<file path="src/logic/gpio_pin_pkg.sv">
// Functional notes
// - data pins act as GPIO only with chip enable low and no serial-mode lock
// - input-pin mode is bits 1:0 of config byte 0x439
// - mode 0: plain non-inverting input with pull-down enabled
// - mode 1: pull-up enabled only while a logging event runs
// - mode 2: pull-up in wait state; falling edge starts logging
// - mode 2 with timed start: delay expiry or falling edge, first wins
// - mode 3: pull-up while running; each falling edge triggers one logging event
// - chip enable high: output pin is serial data output only
// - output settings apply only with chip enable low, no serial-mode lock and application mode
// - output drive is bits 5:4 of config byte 0x439
// - drive 0 push-pull, also serial mode; drive 1 pull-up output
// - drive 2 pull-down output, pin level inverted from source
// - drive 3 high impedance, reset default
// - output source select is bits 7:6 of config byte 0x439
// - source 0 copies external interrupt comparator
// - source 1 high while an RF command is being processed
// - source 2 high while RF reader field present
// - source 3 is OR of four error flags
// - blink option gates flag OR: 32 high, 992 low oscillator counts
package gpio_pin_pkg;

   localparam int ADDR_W = 11;
   localparam logic [ADDR_W-1:0] GPIO_PIN_CONFIG_ADDR = 11'h439;

   // ---------------------------------------------------------------
   // config byte layout
   // ---------------------------------------------------------------
   typedef struct packed {
      logic [1:0] output_source_select;
      logic [1:0] output_pin_drive;
      logic [1:0] spare;
      logic [1:0] input_pin_mode;
   } gpio_config_s;

   localparam gpio_config_s GPIO_PIN_CONFIG_RESET = 8'h30;

   localparam logic [1:0] IN_MODE_PULLDOWN = 2'h0;
   localparam logic [1:0] IN_MODE_EVENT_PULLUP = 2'h1;
   localparam logic [1:0] IN_MODE_START = 2'h2;
   localparam logic [1:0] IN_MODE_TRIGGER = 2'h3;

   localparam logic [1:0] DRIVE_PUSH_PULL = 2'h0;
   localparam logic [1:0] DRIVE_PULL_UP = 2'h1;
   localparam logic [1:0] DRIVE_PULL_DOWN = 2'h2;
   localparam logic [1:0] DRIVE_HIGH_Z = 2'h3;

   localparam logic [1:0] SRC_COMPARATOR = 2'h0;
   localparam logic [1:0] SRC_RF_COMMAND = 2'h1;
   localparam logic [1:0] SRC_RF_FIELD = 2'h2;
   localparam logic [1:0] SRC_ERROR_FLAGS = 2'h3;

   // ---------------------------------------------------------------
   // blink pattern in kilohertz oscillator counts
   // ---------------------------------------------------------------
   localparam int BLINK_HIGH_COUNTS = 32;
   localparam int BLINK_LOW_COUNTS = 992;
   localparam int BLINK_PERIOD = BLINK_HIGH_COUNTS + BLINK_LOW_COUNTS;

   typedef struct packed {
      logic memory_full_flag;
      logic conversion_error_flag;
      logic low_battery_flag;
      logic over_limit_flag;
   } error_flags_s;

   typedef enum logic [1:0] {
      LOGGER_OTHER,
      LOGGER_WAIT,
      LOGGER_RUNNING
   } logger_state_e;

endpackage

</file>
<file path="src/logic/spi_pin_gpio_control.sv">
`timescale 1ns/10ps
module spi_pin_gpio_control #(
   parameter int BLINK_CNT_W = 10
) (
   input wire logic core_clk,
   input wire logic resetn,
   // config byte write/read port
   input wire logic cfg_wr_en,
   input wire logic cfg_rd_en,
   input wire logic [gpio_pin_pkg::ADDR_W-1:0] cfg_addr,
   input wire logic [7:0] cfg_wdata,
   output logic [7:0] cfg_rdata,
   output logic cfg_rvalid,
   // mode context from the rest of the chip
   input wire logic chip_enable_pin,
   input wire logic serial_mode_lock,
   input wire logic application_mode,
   input wire gpio_pin_pkg::logger_state_e logger_state,
   input wire logic logging_event_busy,
   input wire logic timed_start_enable,
   input wire logic start_delay_expired,
   input wire logic blink_enable,
   input wire logic kilohertz_oscillator,
   // output sources
   input wire logic comparator_out,
   input wire logic rf_command_busy,
   input wire logic rf_field_present,
   input wire gpio_pin_pkg::error_flags_s error_flags,
   // serial port data output
   input wire logic spi_dout_data,
   input wire logic spi_dout_oe,
   // input pin
   input wire logic din_pin,
   output logic din_pullup_en,
   output logic din_pulldown_en,
   // output pin
   output logic dout_o,
   output logic dout_oe,
   output logic dout_pullup_en,
   output logic dout_pulldown_en,
   // logger triggers
   output logic start_logging,
   output logic log_event_trigger,
   output logic gpio_active
);
   import gpio_pin_pkg::*;

   // refused at elaboration: a narrower counter could not reach the period end
   if (BLINK_CNT_W < $clog2(BLINK_PERIOD)) begin : g_blink_width_check
      $error("blink counter too narrow");
   end

   localparam logic [BLINK_CNT_W-1:0] BLINK_HIGH_CNT = BLINK_CNT_W'(BLINK_HIGH_COUNTS);
   localparam logic [BLINK_CNT_W-1:0] BLINK_LAST_CNT = BLINK_CNT_W'(BLINK_PERIOD - 1);

   function automatic logic falling(input logic prev, input logic cur);
      falling = prev & ~cur;
   endfunction

   // ---------------------------------------------------------------
   // config byte
   // ---------------------------------------------------------------
   gpio_config_s config_reg, config_next;
   logic [7:0] rdata_reg, rdata_next;
   logic rvalid_reg, rvalid_next;
   logic cfg_hit;

   assign cfg_hit = (cfg_addr == GPIO_PIN_CONFIG_ADDR);

   always_comb begin
      config_next = config_reg;
      rdata_next = rdata_reg;
      rvalid_next = cfg_rd_en;
      if (cfg_wr_en && cfg_hit) begin
         config_next = gpio_config_s'(cfg_wdata);
      end
      if (cfg_rd_en) begin
         rdata_next = cfg_hit ? 8'(config_reg) : 8'h00;
      end
   end

   always_ff @(posedge core_clk or negedge resetn) begin
      if (!resetn) begin
         config_reg <= GPIO_PIN_CONFIG_RESET;
         rdata_reg <= 8'h00;
         rvalid_reg <= 1'b0;
      end else begin
         config_reg <= config_next;
         rdata_reg <= rdata_next;
         rvalid_reg <= rvalid_next;
      end
   end

   assign cfg_rdata = rdata_reg;
   assign cfg_rvalid = rvalid_reg;

   // ---------------------------------------------------------------
   // pin synchronisers
   // ---------------------------------------------------------------
   // first stage of each chain is read only by its second stage
   logic [3:0] sync1_reg, sync1_next;
   logic [3:0] sync2_reg, sync2_next;
   logic din_prev_reg, din_prev_next;
   logic ce_s, din_s, comp_s, field_s;

   always_comb begin
      sync1_next = {chip_enable_pin, din_pin, comparator_out, rf_field_present};
      sync2_next = sync1_reg;
      din_prev_next = din_s;
   end

   // din idles high so no false edge after reset
   always_ff @(posedge core_clk or negedge resetn) begin
      if (!resetn) begin
         sync1_reg <= 4'h4;
         sync2_reg <= 4'h4;
         din_prev_reg <= 1'b1;
      end else begin
         sync1_reg <= sync1_next;
         sync2_reg <= sync2_next;
         din_prev_reg <= din_prev_next;
      end
   end

   assign {ce_s, din_s, comp_s, field_s} = sync2_reg;

   // ---------------------------------------------------------------
   // input pin function
   // ---------------------------------------------------------------
   logic gpio_en;
   logic din_fall;
   logic pu_next, pd_next, start_next, trig_next;
   logic pu_reg, pd_reg, start_reg, trig_reg;

   // gpio only when deselected and not locked
   assign gpio_en = ~ce_s & ~serial_mode_lock;
   assign din_fall = falling(din_prev_reg, din_s);

   always_comb begin
      pu_next = 1'b0;
      pd_next = 1'b0;
      start_next = 1'b0;
      trig_next = 1'b0;
      if (gpio_en) begin
         unique case (config_reg.input_pin_mode)
            IN_MODE_PULLDOWN: begin
               pd_next = 1'b1;
            end
            IN_MODE_EVENT_PULLUP: begin
               pu_next = logging_event_busy;
            end
            IN_MODE_START: begin
               pu_next = (logger_state == LOGGER_WAIT);
               start_next = (logger_state == LOGGER_WAIT) &&
                            (din_fall || (timed_start_enable && start_delay_expired));
            end
            IN_MODE_TRIGGER: begin
               pu_next = (logger_state == LOGGER_RUNNING);
               trig_next = (logger_state == LOGGER_RUNNING) && din_fall;
            end
         endcase
      end
   end

   always_ff @(posedge core_clk or negedge resetn) begin
      if (!resetn) begin
         pu_reg <= 1'b0;
         pd_reg <= 1'b0;
         start_reg <= 1'b0;
         trig_reg <= 1'b0;
      end else begin
         pu_reg <= pu_next;
         pd_reg <= pd_next;
         start_reg <= start_next;
         trig_reg <= trig_next;
      end
   end

   assign din_pullup_en = pu_reg;
   assign din_pulldown_en = pd_reg;
   assign start_logging = start_reg;
   assign log_event_trigger = trig_reg;
   assign gpio_active = gpio_en;

   // ---------------------------------------------------------------
   // blink pattern
   // ---------------------------------------------------------------
   // counts oscillator ticks; free-running so blink phase is not
   // tied to when the flags rise
   logic [BLINK_CNT_W-1:0] blink_cnt_reg, blink_cnt_next;
   logic osc_prev_reg, osc_prev_next;
   logic [1:0] osc_sync_reg, osc_sync_next;
   logic osc_tick;

   always_comb begin
      osc_sync_next = {osc_sync_reg[0], kilohertz_oscillator};
      osc_prev_next = osc_sync_reg[1];
      blink_cnt_next = blink_cnt_reg;
      if (osc_tick) begin
         blink_cnt_next = (blink_cnt_reg == BLINK_LAST_CNT) ? '0 :
                          BLINK_CNT_W'(blink_cnt_reg + 1'b1);
      end
   end

   assign osc_tick = osc_sync_reg[1] & ~osc_prev_reg;

   always_ff @(posedge core_clk or negedge resetn) begin
      if (!resetn) begin
         osc_sync_reg <= 2'h0;
         osc_prev_reg <= 1'b0;
         blink_cnt_reg <= '0;
      end else begin
         osc_sync_reg <= osc_sync_next;
         osc_prev_reg <= osc_prev_next;
         blink_cnt_reg <= blink_cnt_next;
      end
   end

   // ---------------------------------------------------------------
   // output pin
   // ---------------------------------------------------------------
   logic src;
   logic flag_or;
   logic out_next, oe_next, opu_next, opd_next;
   logic out_reg, oe_reg, opu_reg, opd_reg;

   assign flag_or = |error_flags;

   always_comb begin
      unique case (config_reg.output_source_select)
         SRC_COMPARATOR: src = comp_s;
         SRC_RF_COMMAND: src = rf_command_busy;
         SRC_RF_FIELD: src = field_s;
         SRC_ERROR_FLAGS: src = flag_or & (~blink_enable | (blink_cnt_reg < BLINK_HIGH_CNT));
      endcase
   end

   always_comb begin
      out_next = 1'b0;
      oe_next = 1'b0;
      opu_next = 1'b0;
      opd_next = 1'b0;
      if (ce_s) begin
         out_next = spi_dout_data;
         oe_next = spi_dout_oe;
      end else if (!serial_mode_lock && application_mode) begin
         unique case (config_reg.output_pin_drive)
            DRIVE_PUSH_PULL: begin
               out_next = src;
               oe_next = 1'b1;
            end
            DRIVE_PULL_UP: begin
               opu_next = 1'b1;
               oe_next = ~src;
            end
            DRIVE_PULL_DOWN: begin
               opd_next = 1'b1;
               out_next = 1'b1;
               oe_next = ~src;
            end
            DRIVE_HIGH_Z: begin
               oe_next = 1'b0;
            end
         endcase
      end else begin
         // locked in serial mode or outside application mode while deselected: serial output copy
         out_next = spi_dout_data;
         oe_next = spi_dout_oe;
      end
   end

   always_ff @(posedge core_clk or negedge resetn) begin
      if (!resetn) begin
         out_reg <= 1'b0;
         oe_reg <= 1'b0;
         opu_reg <= 1'b0;
         opd_reg <= 1'b0;
      end else begin
         out_reg <= out_next;
         oe_reg <= oe_next;
         opu_reg <= opu_next;
         opd_reg <= opd_next;
      end
   end

   assign dout_o = out_reg;
   assign dout_oe = oe_reg;
   assign dout_pullup_en = opu_reg;
   assign dout_pulldown_en = opd_reg;

endmodule

</file>
<file path="config.mk">
export PLATFORM = sky130hd
export DESIGN_NAME = spi_pin_gpio_control
export DESIGN_NICKNAME = d
export VERILOG_FILES = /design/src/logic/gpio_pin_pkg.sv /design/src/logic/spi_pin_gpio_control.sv
export SDC_FILE = /design/constraint.sdc
export NUM_CORES = 1
export LEC_CHECK = 0
export BUFFER_PORTS_ARGS = -buffer_cell sky130_fd_sc_hd__buf_2
export CAP_MARGIN = 10
export CORE_MARGIN = 4
export CORE_UTILIZATION = 50
export CTS_BUF_LIST = sky130_fd_sc_hd__clkbuf_4 sky130_fd_sc_hd__clkbuf_8
export CTS_CLUSTER_DIAMETER = 50
export DETAILED_ROUTE_END_ITERATION = 7
export HOLD_SLACK_MARGIN = 0.1
export PLACE_DENSITY = 0.79
export SLEW_MARGIN = 10
export SYNTH_ARGS = -nofsm -noshare
export SYNTH_HDL_FRONTEND = slang
export SYNTH_SLANG_ARGS = --single-unit
export TNS_END_PERCENT = 10
</file>
<file path="constraint.sdc">
create_clock -name core_clk -period 2.6 [get_ports core_clk]
set_clock_uncertainty 0.2 [all_clocks]
set_input_delay 0.13 -clock core_clk [delete_from_list [all_inputs] [get_ports core_clk]]
set_output_delay 0.13 -clock core_clk [all_outputs]
set_load 0.005 [all_outputs]
</file>
### After elaboration in Yosys (flattened, before gate mapping)

Cells that the tools add are included.

| storage, ports and cells | value |
|---|---|
| input bits | 43 |
| register bits | 47 |
| logic and storage cells | 81 |
| memories | 0 |
| output and inout port bits | 18 |
| latch bits | 0 |
| memory bits (read-only) | 0 |
| bits in writable memories | 0 |

| operators by class | value |
|---|---|
| reductions and logical operators | 12 |
| add/sub/neg operators | 1 |
| order comparisons | 1 |
| mux-type cells | 23 |
| shift operators | 0 |
| multiply operators | 0 |
| eq/ne operators | 13 |
| bitwise logic cells | 11 |
| divide/modulo/power cells | 0 |

Operators by type and width:

| operator | count |
|---|---|
| 1-bit two-way mux | 17 |
| 2-bit == test (second input constant) | 7 |
| 11-bit == test (second input constant) | 1 |
| 10-bit by 1-bit adder with 10-bit output (second input constant) | 1 |
| 10-bit == test (second input constant) | 1 |
| 10-bit by 6-bit less-than comparator with 1-bit output (second input constant) | 1 |
| 10-bit two-way mux | 1 |
| 2-bit by 1-bit == test with 1-bit output (second input constant) | 4 |
| 8-bit two-way mux | 1 |
| 2-bit zero test | 3 |
| 1-bit NOT | 6 |
| 1-bit one-hot mux with 3 select lines | 2 |
| 1-bit logical AND | 5 |
| 1-bit bitwise AND | 4 |
| 1-bit one-hot mux with 4 select lines | 1 |
| 4-bit OR reduction | 1 |
| 1-bit one-hot mux with 2 select lines | 1 |
| 2-bit OR reduction | 1 |
| 1-bit zero test | 1 |
| 1-bit logical OR | 1 |
| 1-bit OR | 1 |

### Logic depth before layout (Yosys ltp)

| depth | value |
|---|---|
| word-level depth | 8 |
| mapped depth | 5 |

### Worst setup path before layout

OpenSTA, ideal clock, no wires.

| timing | value |
|---|---|
| kind | register to register |
| start | register config_reg[4] (netlist bit) |
| end | register oe_reg, in the netlist dout_oe |
| setup slack | 0.983 ns |
| path buffers | 0 |
| library setup time | 0.135 ns |
| cell stages (with the launch flop) | 6 |
| arrival time | 1.281 ns |
| path through | dfstp_2 inv_1 ha_1 or2_2 mux2i_1 a31oi_1 |

| between the ends | value |
|---|---|
| cells in the longest elaborated chain, start to end | 5 |
| elaborated cells between the ends (all ways) | 8 |
| those cells by class | eq/ne (3); mux (3); reduce/logical (2) |

Ends and longest elaborated chain:

| item | line | text |
|---|---|---|
| start, declared | spi_pin_gpio_control.sv:63 | `gpio_config_s config_reg, config_next;` |
| start signal, assigned | spi_pin_gpio_control.sv:88 | `config_reg <= config_next;` |
| 2-bit == test / 2-bit by 1-bit == test with 1-bit output (equally long branches) | spi_pin_gpio_control.sv:247 | `unique case (config_reg.output_pin_drive)` |
| 2-bit OR reduction (no source line) | n/a |  |
| 1-bit one-hot mux with 3 select lines (*) | spi_pin_gpio_control.sv:247 |  |
| 1-bit two-way mux (*) | spi_pin_gpio_control.sv:246 | `end else if (!serial_mode_lock && application_mode) begin` |
| 1-bit two-way mux (*) | spi_pin_gpio_control.sv:243 | `if (ce_s) begin` |
| via oe_next | spi_pin_gpio_control.sv:224 | `logic out_next, oe_next, opu_next, opd_next;` |
| end signal, assigned | spi_pin_gpio_control.sv:280 | `oe_reg <= oe_next;` |
| end, declared | spi_pin_gpio_control.sv:225 | `logic out_reg, oe_reg, opu_reg, opd_reg;` |

The timed path passes the listed nets; every way through them passes the cells marked *.
A chain may end at the register's enable or synchronous reset.

### Worst setup path in the final report

| timing | value |
|---|---|
| start | input logger_state[1] |
| end | register start_reg, in the netlist start_logging |

| between the ends | value |
|---|---|
| cells in the longest elaborated chain, start to end | 4 |

Ends and longest elaborated chain:

| item | line | text |
|---|---|---|
| start, declared | spi_pin_gpio_control.sv:18 | `input wire gpio_pin_pkg::logger_state_e logger_state,` |
| 2-bit by 1-bit == test with 1-bit output | spi_pin_gpio_control.sv:154 | `start_next = (logger_state == LOGGER_WAIT) &&` |
| 1-bit logical AND | spi_pin_gpio_control.sv:154 |  |
| 1-bit two-way mux | spi_pin_gpio_control.sv:145 | `unique case (config_reg.input_pin_mode)` |
| 1-bit two-way mux | spi_pin_gpio_control.sv:144 | `if (gpio_en) begin` |
| via start_next | spi_pin_gpio_control.sv:132 | `logic pu_next, pd_next, start_next, trig_next;` |
| end signal, assigned | spi_pin_gpio_control.sv:174 | `start_reg <= start_next;` |
| end, declared | spi_pin_gpio_control.sv:133 | `logic pu_reg, pd_reg, start_reg, trig_reg;` |

The timed path passes the listed nets, and every way through them passes these cells.

==> flow_summary_export.csv <==
group,metric,value,unit
floorplan,dieArea,4914,sq um
global_routing,grt_pass1_vias,1525,
placement,gpl.final_weighted_congestion,0.7730,
global_routing,grt_pass1_wl,6900,microns
setup_path,cp_max_fo,2,
setup_path,worst_ep_arrival_time,2.51,ns
power,p_per_area,572.0,nW/um^2
clock_network,clock_path_buffers,2,
clock_network,cts_tree,"done",
synth,syn_nets,208,
synth,synth_cell_types,37,
clock_network,cts_inserted_buffers,5,
synth,avgSynthCellArea,12.05,sq um
route,vias,1470,
synth,synth_flop_cell,"dfrtp_1",
global_routing,antenna_found_initial,0,
cells_and_area,antenna_cells,0,
cells_and_area,largest_reg_flops,10,
synth,yosysTopAreaCellShare,54.51,%
power,peakVddDrop,0.4547,mV
synth,syn_area,1928,sq um
cells_and_area,multi_input_area,663.1,sq um
synth,ys_seq_area_share,61.32,%
setup_path,critPathMaxStageDelay,0.57,ns
setup_path,path_common_cell,"dlygate4sd3_1",
power,leakagePower,1.245,nW
global_routing,grt_max_degree,48,
global_routing,grtUsageTotal,17.72,%
synth,synthArstFlopShare,100.0,%
min_path,whs_endpoint,"dout_oe",
sta,rsz0062_at_grt,"false",
setup_path,rrSetupSlack,0.15,ns
floorplan,start_util,52.27,%
run,drv_cap,0,
floorplan,core-area,3689,sq um
sta,setup_tns,0,ns
cells_and_area,drive_gt1_share,34.00,%
clock_network,h-tree-depth,2,
floorplan,die_w,70.10,microns
clock_network,cts_num_sinks,47,
sta,finalSetupViolations,0,
clock_network,clk_pin_slew,0.07,ns
synth,synth.yosys.warnings,0,
sta,relSlewSlack,34.06,%
route,dr.pass1.iters,4,
global_routing,overflow,0,
synth,synth_area_leader_cell,"dfrtp_1",
cells_and_area,area_delta_synth_final,36.66,%
setup_path,worstSetupStartpointType,"primary input",
cells_and_area,layout.nets,297,
route,detail_route.wl_per_cell,13.08,microns
route,drc,0,
placement,post-place-cells,266,
min_path,hold_class,"in2reg",
synth,yosysMostFrequentCell,"dfrtp_1",
cells_and_area,fill_cells,276,
placement,port_buffers,60,
sta,fin_crit_sh,95.09,%
min_path,holdCritStartpoint,"blink_enable",
route,drtIter0Drc,53,
route,wl,3899,microns
sta,finalHoldViolCount,0,
synth,ys_ff_latch,47,
clock_network,clkLatencyLatePin,0.29,ns
placement,dpl.hpwl,2809,microns
setup_path,worstPathCellList,"dlygate4sd3_1 -> buf_2 -> or3b_2 -> dlygate4sd3_1 -> nor3_1 -> dlygate4sd3_1",
clock_network,cts-root-buf,"clkbuf_8",
floorplan,die_height,70.10,microns
setup_path,reg2reg_depth,4,
route,drtAntennaViolNets,0,
sta,slew_viol_final,0,
synth,syn-instance-count,160,
floorplan,io_pins,61,
setup_path,path_class,"in2reg",
setup_path,end_kind,"flip-flop",
outcome,status,"completed",
sta,max_clock_freq,0.4045,GHz
setup_path,critPathSlowestCell,"dlygate4sd3_1",
synth,yosys-top-cells-count,"42 x dfrtp_1, 20 x inv_1, 9 x nand2_1",
setup_path,r2r-start,"config_reg[0]",
min_path,hold_depth,4,
setup_path,r2r-end,"start_logging",
sta,hold_ws,0.1141,ns
floorplan,num_rows,22,
synth,synth_edf_count,0,
cells_and_area,final-instance-count-excl-fill,298,
cells_and_area,seq_area,1182,sq um
clock_network,post_cts_buffers,0,
route,vias_per_cell,4.933,
setup_path,crit_required,2.63,ns
synth,synthTopCellsByArea,"dfrtp_1 55%, dfstp_2 6.8%, mux2_2 4.7%, inv_1 3.9%, ha_1 3.2%",
sta,tightestPinTransition,0.9891,ns
setup_path,critical-path-top-delay-family,"buffers and inverters",
sta,post-route-min-period,2.472,ns
setup_path,crit_buf_inv,4,
clock_network,ctsResizeCount,0,
-- power breakdown --
group          internal (mW)  leakage [nW]  switching (mW)  total, mW
clock network          0.308        0.0593           0.220      0.528
logic                 0.0856         0.583          0.0670      0.153
registers              0.780         0.603          0.0468      0.827
-- what timing repair did --
| item | in CTS | in global routing |
|---|---|---|
| hold endpoints to repair | 72 | 0 |
| setup endpoints to repair | 0 | 0 |
| hold buffers | 24 | 0 |
-- worst max-delay path by stage --
| stage | from | endpoint | depth (start not counted) |
|---|---|---|---|
| after detailed placement | error_flags[1] | dout_o | 4 |
| after global placement | error_flags[1] | dout_o | 4 |
| after floorplan | config_reg[4] | dout_oe | 5 |
| after CTS | logger_state[1] | start_logging | 6 |
| after global routing | config_reg[0] | start_logging | 4 |
| final | logger_state[1] | start_logging | 6 |
-- worst reg2reg max path: cells and delay by family, from the launching register on --
family | cells | cell delay (ns)
simple gates | 2 | 0.62
flops | 1 | 0.43
buf+inv | 2 | 1.13
-- metrics by stage --
| stage | worst slack, ns | area, sq um | utilization [%] | power, mW |
|---|---|---|---|---|
| 2_1_floorplan | 0.9832 | 1928 | - | 0.8960 |
| 3_3_place_gp | 0.8779 | 2281 | 61.84 | 0.9616 |
| 3_5_place_dp | 0.8695 | 2281 | 61.84 | 0.9681 |
| 4_1_cts | 0.1605 | 2635 | 71.44 | 1.531 |
| 5_1_grt | 0.03750 | 2635 | 71.44 | 1.582 |
| 6_report | 0.1277 | 2635 | 71.44 | 1.507 |
-- cell type report --
type	instances	share of cell area [%]
clock buffers	7	3.181
clock inverters	1	1.140
inverters	20	2.849
multi-input cells	91	25.17
flip-flops and latches	47	44.87
well taps	48	2.279
repair buffers	84	20.51
-- per-layer routing --
layer  GRT usage [%]  vias up  wire, microns
li1                -      743              -
met1           22.52      682           1714
met2           29.70       42           1903
met3           5.612        3            243
met4           3.830        0             38
met5               0        -              0
-- layout by cell type (no fill, tap or decap), drive strengths merged, types with 3 or more instances in the layout --
master       synthesis  routed
a21oi                4       4
and2                 4       4
buf                  0      60
clkbuf               2       7
dfrtp               42      42
dfstp                5       5
dlygate4sd3          0      24
ha                   5       5
inv                 20      20
mux2                 8       8
nand2                9       9
nand4                4       4
nor3                 4       4
nor4                 4       4
o21ai                4       4
o22ai                8       8
o31ai                3       3
or4                  3       3
xnor2                3       3
-- kinds of logic (layout without fill, tap and decap cells) --
group                    after synthesis  in the layout  share of synthesized area [%]
flip-flops                            47             47                          61.32
buffers and inverters                 22            112                          4.283
AO/OA/AOI/OAI                         27             27                          9.280
multiplexers                          10             10                          5.711
AND/OR/NAND/NOR                       45             45                          14.34
adder cells (fa/ha/maj)                5              5                          3.245
XOR/XNOR                               4              4                          1.817
Power figures use the tool's default switching activity.
